<file path="src/verilog/boost_ctrl_pkg.sv">
// Purpose: Shared constants and types for the boost converter switch control
// Assumes: 50 MHz system clock, register port at the printed 10-bit offsets
// Notes: Field positions inside registers are local choices where none is printed
package boost_ctrl_pkg;

   localparam int ADDR_W = 10;
   localparam int DATA_W = 16;

   // Register offsets
   localparam logic [9:0] OFF_LAUNCH_A = 10'h100;
   localparam logic [9:0] OFF_LAUNCH_B = 10'h120;
   localparam logic [9:0] OFF_LEVEL = 10'h19B;
   localparam logic [9:0] OFF_FILTER = 10'h19D;
   localparam logic [9:0] OFF_DRV_CFG = 10'h1C5;
   localparam logic [9:0] OFF_CLK_HANDLING = 10'h1C7;

   // Field positions
   localparam int LAUNCH_BIT = 0;
   localparam int OVR_BIT = 0;
   localparam int FILT_TYPE_BIT = 8;
   localparam int CLK_POLICY_BIT = 0;
   localparam int CLK_MISSING_BIT = 1;
   localparam int CLK_BACKUP_BIT = 2;

   // Values after reset
   localparam logic [7:0] LEVEL_RST = 8'h00;
   localparam logic [7:0] FILT_TIME_RST = 8'h0A;
   localparam logic FILT_TYPE_RST = 1'b0;
   localparam logic OVR_RST = 1'b1;
   localparam logic CLK_POLICY_RST = 1'b1;

   // Timing
   localparam int CLK_PERIOD_PS = 20000;
   localparam int UV_FILTER_PS = 1300000;
   localparam int UV_FILTER_CYC = (UV_FILTER_PS + CLK_PERIOD_PS - 1) / CLK_PERIOD_PS;
   localparam int UV_CNT_W = 7;

   // Comparator outputs from the analog front end
   typedef struct packed {
      logic boost_above;
      logic cur_low;
      logic cur_high;
      logic cur_neg;
   } cmp_t;

   // Current comparator threshold levels
   typedef struct packed {
      logic [4:0] low_current_level;
      logic [4:0] high_current_level;
      logic [4:0] negative_current_level;
   } cur_levels_t;

   // Pins passing the synchroniser
   typedef struct packed {
      logic batt_ok;
      logic gate_supply_undervoltage;
      logic logic_supply_undervoltage;
      logic drive_enable;
      logic clock_missing;
      logic on_backup_clock;
      cmp_t cmp;
   } pins_t;

   localparam pins_t PINS_RST = '{batt_ok: 1'b0, gate_supply_undervoltage: 1'b1,
      logic_supply_undervoltage: 1'b1, drive_enable: 1'b0, clock_missing: 1'b0,
      on_backup_clock: 1'b0, cmp: 4'h0};

endpackage : boost_ctrl_pkg

</file>
<file path="src/verilog/boost_converter_switch_control.sv">
// Purpose: Boost converter regulation and switch gate command generation
// Assumes: Analog and pin inputs are asynchronous; microcore inputs share CLOCK_I
// Notes: Register reads return data one cycle after REG_RD_I; writes take effect next edge
`timescale 1ns/100ps

module boost_converter_switch_control
(
   input wire logic CLOCK_I,
   input wire logic RST_I,
   input wire logic [boost_ctrl_pkg::ADDR_W-1:0] REG_ADDR_I,
   input wire logic [boost_ctrl_pkg::DATA_W-1:0] REG_WDATA_I,
   input wire logic REG_WR_I,
   input wire logic REG_RD_I,
   output logic [boost_ctrl_pkg::DATA_W-1:0] REG_RDATA_O,
   input wire logic BATT_OK_I,
   input wire logic GATE_SUPPLY_UNDERVOLTAGE_I,
   input wire logic LOGIC_SUPPLY_UNDERVOLTAGE_I,
   input wire logic DRIVE_ENABLE_I,
   input wire logic CLOCK_MISSING_I,
   input wire logic ON_BACKUP_CLOCK_I,
   input wire boost_ctrl_pkg::cmp_t BOOST_CMP_I,
   input wire logic VAR_FREQ_MODE_I,
   input wire logic BOOST_RUN_I,
   input wire logic CHANNEL_SWITCH_REQUEST_I,
   input wire boost_ctrl_pkg::cur_levels_t CUR_LEVELS_I,
   output logic SWITCH_GATE_COMMAND_O,
   output boost_ctrl_pkg::cur_levels_t CUR_LEVELS_O,
   output logic [7:0] BOOST_LEVEL_O,
   output logic BOOST_ABOVE_O,
   output logic FILTER_SETTLED_O,
   output logic NEG_OVERCURRENT_O,
   output logic CODE_LAUNCH_O
);
   import boost_ctrl_pkg::*;

   function automatic logic hit(input logic [ADDR_W-1:0] addr, input logic [9:0] off);
      hit = (addr == off);
   endfunction : hit

   pins_t pins_raw;
   pins_t sync1_q;
   pins_t sync2_q;
   logic launch_a_q;
   logic launch_b_q;
   logic launch_q;
   logic [7:0] level_q;
   logic [7:0] filt_time_q;
   logic filt_type_q;
   logic ovr_q;
   logic clk_policy_q;
   logic [DATA_W-1:0] rdata_d;
   logic [DATA_W-1:0] rdata_q;
   logic [7:0] settle_cnt_q;
   logic settled_q;
   logic above_q;
   logic [UV_CNT_W-1:0] uv_cnt_q;
   logic uv_filt_q;
   logic vf_on_q;
   logic regulate;
   logic chan_req;
   logic clock_permit;
   logic permit;
   logic gate_d;
   logic gate_q;
   logic neg_oc_q;
   cur_levels_t levels_q;

   assign pins_raw = '{batt_ok: BATT_OK_I,
      gate_supply_undervoltage: GATE_SUPPLY_UNDERVOLTAGE_I,
      logic_supply_undervoltage: LOGIC_SUPPLY_UNDERVOLTAGE_I,
      drive_enable: DRIVE_ENABLE_I, clock_missing: CLOCK_MISSING_I,
      on_backup_clock: ON_BACKUP_CLOCK_I, cmp: BOOST_CMP_I};

   // Two-stage synchroniser for every asynchronous pin
   always_ff @(posedge CLOCK_I)
   begin
      if (RST_I)
      begin
         sync1_q <= PINS_RST;
         sync2_q <= PINS_RST;
      end
      else
      begin
         sync1_q <= pins_raw;
         sync2_q <= sync1_q;
      end
   end

   // Register writes
   always_ff @(posedge CLOCK_I)
   begin
      if (RST_I)
      begin
         launch_a_q <= 1'b0;
         launch_b_q <= 1'b0;
         level_q <= LEVEL_RST;
         filt_time_q <= FILT_TIME_RST;
         filt_type_q <= FILT_TYPE_RST;
         ovr_q <= OVR_RST;
         clk_policy_q <= CLK_POLICY_RST;
      end
      else if (REG_WR_I)
      begin
         if (hit(REG_ADDR_I, OFF_LAUNCH_A))
            launch_a_q <= REG_WDATA_I[LAUNCH_BIT];
         if (hit(REG_ADDR_I, OFF_LAUNCH_B))
            launch_b_q <= REG_WDATA_I[LAUNCH_BIT];
         if (hit(REG_ADDR_I, OFF_LEVEL))
            level_q <= REG_WDATA_I[7:0];
         if (hit(REG_ADDR_I, OFF_FILTER))
         begin
            filt_time_q <= REG_WDATA_I[7:0];
            filt_type_q <= REG_WDATA_I[FILT_TYPE_BIT];
         end
         if (hit(REG_ADDR_I, OFF_DRV_CFG))
            ovr_q <= REG_WDATA_I[OVR_BIT];
         if (hit(REG_ADDR_I, OFF_CLK_HANDLING))
            clk_policy_q <= REG_WDATA_I[CLK_POLICY_BIT];
      end
   end

   // Either launch bit starts the code; one flop feeds the gate path and the output
   always_ff @(posedge CLOCK_I)
   begin
      if (RST_I)
         launch_q <= 1'b0;
      else
         launch_q <= launch_a_q || launch_b_q;
   end

   // Register reads; unmapped offsets read zero
   always_comb
   begin
      rdata_d = '0;
      if (hit(REG_ADDR_I, OFF_LAUNCH_A))
         rdata_d[LAUNCH_BIT] = launch_a_q;
      if (hit(REG_ADDR_I, OFF_LAUNCH_B))
         rdata_d[LAUNCH_BIT] = launch_b_q;
      if (hit(REG_ADDR_I, OFF_LEVEL))
         rdata_d[7:0] = level_q;
      if (hit(REG_ADDR_I, OFF_FILTER))
      begin
         rdata_d[7:0] = filt_time_q;
         rdata_d[FILT_TYPE_BIT] = filt_type_q;
      end
      if (hit(REG_ADDR_I, OFF_DRV_CFG))
         rdata_d[OVR_BIT] = ovr_q;
      if (hit(REG_ADDR_I, OFF_CLK_HANDLING))
      begin
         rdata_d[CLK_POLICY_BIT] = clk_policy_q;
         rdata_d[CLK_MISSING_BIT] = sync2_q.clock_missing;
         rdata_d[CLK_BACKUP_BIT] = sync2_q.on_backup_clock;
      end
   end

   always_ff @(posedge CLOCK_I)
   begin
      if (RST_I)
         rdata_q <= '0;
      else if (REG_RD_I)
         rdata_q <= rdata_d;
   end

   // Boost voltage comparator filter; a new target restarts the settle time
   always_ff @(posedge CLOCK_I)
   begin
      if (RST_I)
      begin
         settle_cnt_q <= 8'h00;
         settled_q <= 1'b0;
         above_q <= 1'b0;
      end
      else if (REG_WR_I && hit(REG_ADDR_I, OFF_LEVEL))
      begin
         settle_cnt_q <= filt_time_q;
         settled_q <= 1'b0;
      end
      else if (sync2_q.cmp.boost_above == above_q)
      begin
         // Once settled, keep the count full so every crossing but a type 1 fall waits the whole time
         if (settled_q)
            settle_cnt_q <= filt_time_q;
         else if (settle_cnt_q == 8'h00)
            settled_q <= 1'b1;
         else
            settle_cnt_q <= settle_cnt_q - 8'h01;
      end
      else if (filt_type_q && !sync2_q.cmp.boost_above)
      begin
         // Type 1 filters only the rising crossing; a fall is taken at once
         above_q <= 1'b0;
         settle_cnt_q <= filt_time_q;
      end
      else if (settle_cnt_q == 8'h00)
      begin
         above_q <= sync2_q.cmp.boost_above;
         settle_cnt_q <= filt_time_q;
         settled_q <= 1'b1;
      end
      else
      begin
         settle_cnt_q <= settle_cnt_q - 8'h01;
         settled_q <= 1'b0;
      end
   end

   // Gate supply recovery filter
   always_ff @(posedge CLOCK_I)
   begin
      if (RST_I || sync2_q.gate_supply_undervoltage)
      begin
         uv_filt_q <= 1'b1;
         uv_cnt_q <= '0;
      end
      else if (uv_cnt_q == UV_CNT_W'(UV_FILTER_CYC - 1))
         uv_filt_q <= 1'b0;
      else
         uv_cnt_q <= uv_cnt_q + UV_CNT_W'(1);
   end

   // Variable-frequency hysteretic current loop
   assign regulate = BOOST_RUN_I && VAR_FREQ_MODE_I && settled_q;

   always_ff @(posedge CLOCK_I)
   begin
      if (RST_I || !regulate || above_q)
         vf_on_q <= 1'b0;
      else if (sync2_q.cmp.cur_high)
         vf_on_q <= 1'b0;
      else if (sync2_q.cmp.cur_low)
         vf_on_q <= 1'b1;
   end

   // Fixed mode takes the microcode's timed request directly
   assign chan_req = VAR_FREQ_MODE_I ? vf_on_q : CHANNEL_SWITCH_REQUEST_I;
   assign clock_permit = !(sync2_q.clock_missing && !sync2_q.on_backup_clock
      && clk_policy_q);
   // No fault detection is fed back from the pre-driver path
   assign permit = sync2_q.batt_ok && launch_q && !uv_filt_q
      && !sync2_q.logic_supply_undervoltage && clock_permit
      && (sync2_q.drive_enable || ovr_q);
   assign gate_d = permit && chan_req;

   always_ff @(posedge CLOCK_I)
   begin
      if (RST_I)
         gate_q <= 1'b0;
      else
         gate_q <= gate_d;
   end

   // Threshold levels and negative overcurrent flag
   always_ff @(posedge CLOCK_I)
   begin
      if (RST_I)
      begin
         levels_q <= '0;
         neg_oc_q <= 1'b0;
      end
      else
      begin
         levels_q <= CUR_LEVELS_I;
         neg_oc_q <= VAR_FREQ_MODE_I && sync2_q.cmp.cur_neg;
      end
   end

   assign REG_RDATA_O = rdata_q;
   assign SWITCH_GATE_COMMAND_O = gate_q;
   assign CUR_LEVELS_O = levels_q;
   assign BOOST_LEVEL_O = level_q;
   assign BOOST_ABOVE_O = above_q;
   assign FILTER_SETTLED_O = settled_q;
   assign NEG_OVERCURRENT_O = neg_oc_q;
   assign CODE_LAUNCH_O = launch_q;
endmodule : boost_converter_switch_control

</file>
<file path="config.mk">
export PLATFORM = sky130hd
export DESIGN_NAME = boost_converter_switch_control
export DESIGN_NICKNAME = d
export VERILOG_FILES = /design/src/verilog/boost_ctrl_pkg.sv /design/src/verilog/boost_converter_switch_control.sv
export SDC_FILE = /design/constraint.sdc
export NUM_CORES = 1
export LEC_CHECK = 0
export BUFFER_PORTS_ARGS = -buffer_cell sky130_fd_sc_hd__buf_2
export CAP_MARGIN = 20
export CORE_MARGIN = 2
export CORE_UTILIZATION = 55
export CTS_CLUSTER_SIZE = 20
export DETAILED_ROUTE_END_ITERATION = 10
export HOLD_SLACK_MARGIN = 0.02
export PLACE_DENSITY = 0.95
export SETUP_SLACK_MARGIN = 0.1
export SYNTH_ARGS = -nofsm -noshare
export SYNTH_HDL_FRONTEND = slang
export SYNTH_SLANG_ARGS = --single-unit
</file>
<file path="constraint.sdc">
create_clock -name CLOCK_I -period 2.9 [get_ports CLOCK_I]
set_clock_uncertainty 0.1 [all_clocks]
set_input_delay 0.145 -clock CLOCK_I [delete_from_list [all_inputs] [get_ports CLOCK_I]]
set_output_delay 0.145 -clock CLOCK_I [all_outputs]
set_load 0.005 [all_outputs]
</file>
# [Word-level counts from Yosys, hierarchy flattened]
# Cells that the tools add are included.
[word_totals] ff_bits=87 in_bits=58
[op_classes] addsub=2 eq_ne=10 mux=19 bitwise_logic=2 reduce_logical=35
[op_table] op="equality test 10 x 9 -> 1 bit (second input constant)" n=6
[op_table] op="2-to-1 mux 8 bit" n=7
[op_table] op="logical AND 1 bit" n=13
[op_table] op="AND reduction 2 bit" n=6
[op_table] op="2-to-1 mux 1 bit" n=10
[op_table] op="2-to-1 mux 9 bit" n=1
[op_table] op="logical NOT 8 bit" n=1
[op_table] op="subtractor 8 x 1 -> 8 bit (second input constant)" n=1
[op_table] op="adder 7 x 1 -> 7 bit (second input constant)" n=1
[op_table] op="equality test 7 bit (second input constant)" n=1
[op_table] op="logical NOT 1 bit" n=6
[op_table] op="logical OR 1 bit" n=5
[op_table] op="!= test 4 bit (second input constant)" n=1
[op_table] op="OR reduction 2 bit" n=2
[op_table] op="2-to-1 mux 3 bit" n=1
[op_table] op="AND reduction 3 bit" n=1
[op_table] op="!= test 2 bit (second input constant)" n=1
[op_table] op="NOT 1 bit" n=2
[op_table] op="nonzero test 2 bit" n=1
[op_table] op="equality test 1 bit" n=1

# [Depth between registers and ports, before layout]
[logic_depth] word_depth=7 mapped_depth=8 depth_no_buf=7

# [Worst setup path before layout]
# Ideal clock, no wire load.
[synth_timing] path_kind="register -> register" startpoint="register settle_cnt_q[0]" endpoint="register settle_cnt_q[1]" setup_ns=0.142 arrival_time_ns=1.479 t_required_ns=2.658 setup_slack_ns=1.179 path_stages_with_launch=8 path_buffers=0 synth_period_minus_slack_ns=1.721 path_cell_list="dfxtp_1 -> inv_1 -> ha_1 -> nor4b_2 -> a21oi_1 -> o211ai_2 -> o2111ai_1 -> o311ai_0"
[synth_between] elab_chain_cells=5
[synth_lines] item="start: declaration" line="boost_converter_switch_control.sv:53" rtl="logic [7:0] settle_cnt_q;"
[synth_lines] item="start signal: assignment" line="boost_converter_switch_control.sv:175" rtl="settle_cnt_q <= filt_time_q;"
[synth_lines] item="start signal: assignment" line="boost_converter_switch_control.sv:182" rtl="settle_cnt_q <= filt_time_q;"
[synth_lines] item="start signal: assignment" line="boost_converter_switch_control.sv:186" rtl="settle_cnt_q <= settle_cnt_q - 8'h01;"
[synth_lines] item="subtractor 8 x 1 -> 8 bit or logical NOT 8 bit (tied branches)"
[synth_lines] item="2-to-1 mux 8 bit, on equally long branches" line="boost_converter_switch_control.sv:194, boost_converter_switch_control.sv:183"
[synth_lines] item="2-to-1 mux 8 bit, on equally long branches" line="boost_converter_switch_control.sv:188, boost_converter_switch_control.sv:181"
[synth_lines] item="2-to-1 mux 8 bit" line="boost_converter_switch_control.sv:178" rtl="else if (sync2_q.cmp.boost_above == above_q)"
[synth_lines] item="2-to-1 mux 8 bit" line="boost_converter_switch_control.sv:173" rtl="else if (REG_WR_I && hit(REG_ADDR_I, OFF_LEVEL))"
# Several ways; a longest one is shown, not always the timed one. The select of a mux whose other input is x is not followed.
# A chain may end at the register's enable or synchronous reset.

# [Worst setup path in the final report]
[layout_timing] startpoint="register settle_cnt_q[0]" endpoint="register settle_cnt_q[0]"
# Same word-level chain as after synthesis.

==> run metrics <==
outcome=complete, no violations; Post-Syn Instances=380; M2 GR Usage=between 50% and 60%; Pins Over Slew Limit=0; Total GRT Usage=about 29%; CTS tree=yes; initial antenna violation count=0; Crit path max-delay family=compound AO/OA/AOI/OAI gates; max_cap viols=0; RD Place Congestion=0.865; wire length per cell=~17 um; Final Critical Period=between 2 and 2.5 ns; Vias/cell=around 5.7; Die Span X=84.0 um; Area Growth Syn to Fin=27.3%; Yosys cell types=63; Vias=between 3000 and 4000; layout cell share with drive strength beyond 1=about a quarter; Final Cell Area=about 4500 um2; Hold Vio Cnt, Final=0; core area=about 6300 um2; RSZ-0062 raised after global routing=no; final wirelength=just under 10000 um; Root Buffer=clkbuf_8; fmax=between 0.4 and 0.5 GHz; crit path buf inv count=1; GR Layer Usage met1=31.7%; number of synthesized flops with an enable pin=0; FF+latch count, synth=87; Crit. End Element=flip-flop; WP depth=7; Worst Tran Pin Value=slightly below 0.5 ns; Placed Area=3930 um2; Clock Tree Buf Depth=2; start point of the critical path=settle_cnt_q[0]$_SDFFE_PP0P_; antenna cells=0; # DRC=0; hold-fix buffers at CTS=35; count of input and output buffers=87; P_leak=1.91 nW; syn_area_per_cell=about 9.3 um2; Peak supply drop=between 0.7 and 0.8 mV; Worst-Skew Late Latency=around 0.36 ns; pwr/cell area=about 630 nW/um2; I/O Pins=just over 100; worst setup path category=reg -> reg; Critical Path Fanout Max=8; Initial DRT Pass Iterations=5; r2r setup slk=0.85 ns; Reg2Reg Depth=7; Seq/Total Area, Yosys=49.5%; # nets final=about 560; Setup TNS Final=0 ns; r2r startpoint=settle_cnt_q[0]$_SDFFE_PP0P_; Synth Cell Area=around 3500 um2; post-route ant nets=0; initial core utilization=about 56%; met3 Track Usage GR=~6.5%; largest net degree at the start of global routing=27; post-CTS sizing=0; final worst path period share=between 70% and 80%; clk slew on worst S/H paths=0.09 ns; die area=approximately 7000 um2; DP HPWL=5790 um; CP max stage delay=0.42 ns; first-pass GRT wire length=roughly 16000 um; HP Class=in -> reg; Crit path arrival time=2.23 ns; htree depth=3; Critical Path RT=about 3.1 ns; crit path capture=settle_cnt_q[0]$_SDFFE_PP0P_; Die Y=84.0 um; CP Launch Type=flip-flop; most frequent cells in the layout=87 x dfxtp_1, 87 x buf_2, 39 x nand2_1; final setup fails=0; grt ovf=0; Ys Warns=0; CP Cell Sequence=inv_1 > ha_1 > nor4b_2 > a21oi_1 > o211ai_2 > o21ai_0 > a31oi_1; FP Rows=29; Iter 0 DRT Violations=about 280; Async SR Flop Fraction=0%; vias in the first global route=approximately 3500; postcts setup bufs=0; Slew headroom=between 60% and 70%; CTS Buf Count=9; CTS Sinks=87; final core utilization=a little under three quarters; worst r2r dst=settle_cnt_q[0]$_SDFFE_PP0P_; Synth Flop Type=dfxtp_1; GRT busiest layer=met2; CP max-delay cell=o211ai_2
## report_power, final
group          total [mW]  leakage, nW  switching (mW)  internal [mW]
clock network       0.869        0.101           0.460          0.409
logic               0.614         1.10           0.338          0.276
registers            1.34        0.713          0.0631           1.28
## tightest hold or removal path, delay by kind of cell
kind                   cells  cell delay (ns)
AND/OR/NAND/NOR            1             0.14
buffers and inverters      1             0.11
AO/OA/AOI/OAI              1             0.11
## cell type report
cell class                 count  area, um2
fill                         432       1800
tap                           77       96.3
multi-input combinational    265       1600
clock inverter                 7       77.6
timing repair buffer         125        808
clock buffer                   9        124
sequential                    87       1740
inverter                       8       30.0
## cells by family (layout without fill, tap and decap cells)
family / count (synthesis) / in the layout / synth area share [%]
and+or+nand+nor: 173 / 173 / 27.1
xor gates and xnor gates: 11 / 11 / 2.74
AOI/OAI and AO/OA: 67 / 67 / 12.7
DFF: 87 / 87 / 49.5
buffers and inverters: 34 / 149 / 5.61
adders and majority gates: 4 / 4 / 1.42
other: 1 / 7 / 0.107
muxes: 3 / 3 / 0.888
## how the worst min path moves through the flow
stage                                            from                    end  slack, ns  cells after the start
after floorplan           LOGIC_SUPPLY_UNDERVOLTAGE_I  sync1_q[7]$_SDFF_PP1_       0.15                      1
after global placement     GATE_SUPPLY_UNDERVOLTAGE_I  sync1_q[8]$_SDFF_PP1_       0.23                      2
after detailed placement  LOGIC_SUPPLY_UNDERVOLTAGE_I  sync1_q[7]$_SDFF_PP1_       0.24                      2
after CTS                                 BOOST_RUN_I   vf_on_q$_SDFFE_PP0P_       0.07                      3
after global routing                      BOOST_RUN_I   vf_on_q$_SDFFE_PP0P_       0.09                      3
final                                     BOOST_RUN_I   vf_on_q$_SDFFE_PP0P_       0.08                      3
## sequential cells by signal (all words and copies together), names as in the netlist, 7 cells and up
register and count:
BOOST_LEVEL_O 8, CUR_LEVELS_O 15, REG_RDATA_O 9, filt_time_q 8, settle_cnt_q 8, sync1_q 10, sync2_q 10, uv_cnt_q 7
## synthesized netlist by cell type, types with 3 or more instances
cell | instances | area share, %
o2111ai_1 | 3 | 0.75
nor2b_1 | 33 | 5.9
o21ai_0 | 6 | 0.85
nor4_1 | 3 | 0.53
clkbuf_1 | 9 | 0.96
inv_1 | 8 | 0.85
a22oi_1 | 5 | 1.1
nand3_1 | 21 | 3.0
nor3b_1 | 3 | 0.64
nand2_1 | 39 | 4.2
nor2_1 | 25 | 2.7
dfxtp_1 | 87 | 49
ha_1 | 4 | 1.4
nand4_1 | 4 | 0.71
nand2b_1 | 4 | 0.71
xor2_1 | 6 | 1.5
buf_4 | 8 | 1.7
buf_2 | 4 | 0.57
a21oi_1 | 28 | 4.0
a211oi_1 | 6 | 1.3
nor3_1 | 12 | 1.7
xnor2_1 | 5 | 1.2
and3_1 | 4 | 0.71
or2_2 | 4 | 0.71
## metal layers
metal | vias to the layer above | wire [um] | share of wire, %
li1 | 1545 | - | -
met5 | - | 0 | 0
met2 | 174 | 4980 | 51
met1 | 1561 | 3730 | 38
met3 | 36 | 703 | 7.3
met4 | 0 | 274 | 2.8
## per-stage QoR
step / hold WS, ns / std cells / power [mW] / setup slack (ns)
3_3_place_gp: 0.232 / 527 / 1.89 / 1.01
4_1_cts: 0.0737 / 578 / 2.79 / 0.873
6_report: 0.0838 / 578 / 2.82 / 0.851
5_1_grt: 0.0854 / 578 / 2.96 / 0.599
3_5_place_dp: 0.243 / 527 / 1.92 / 0.888
2_1_floorplan: 0.149 / 386 / 1.77 / 1.18
(Power assumes the default switching activity.)
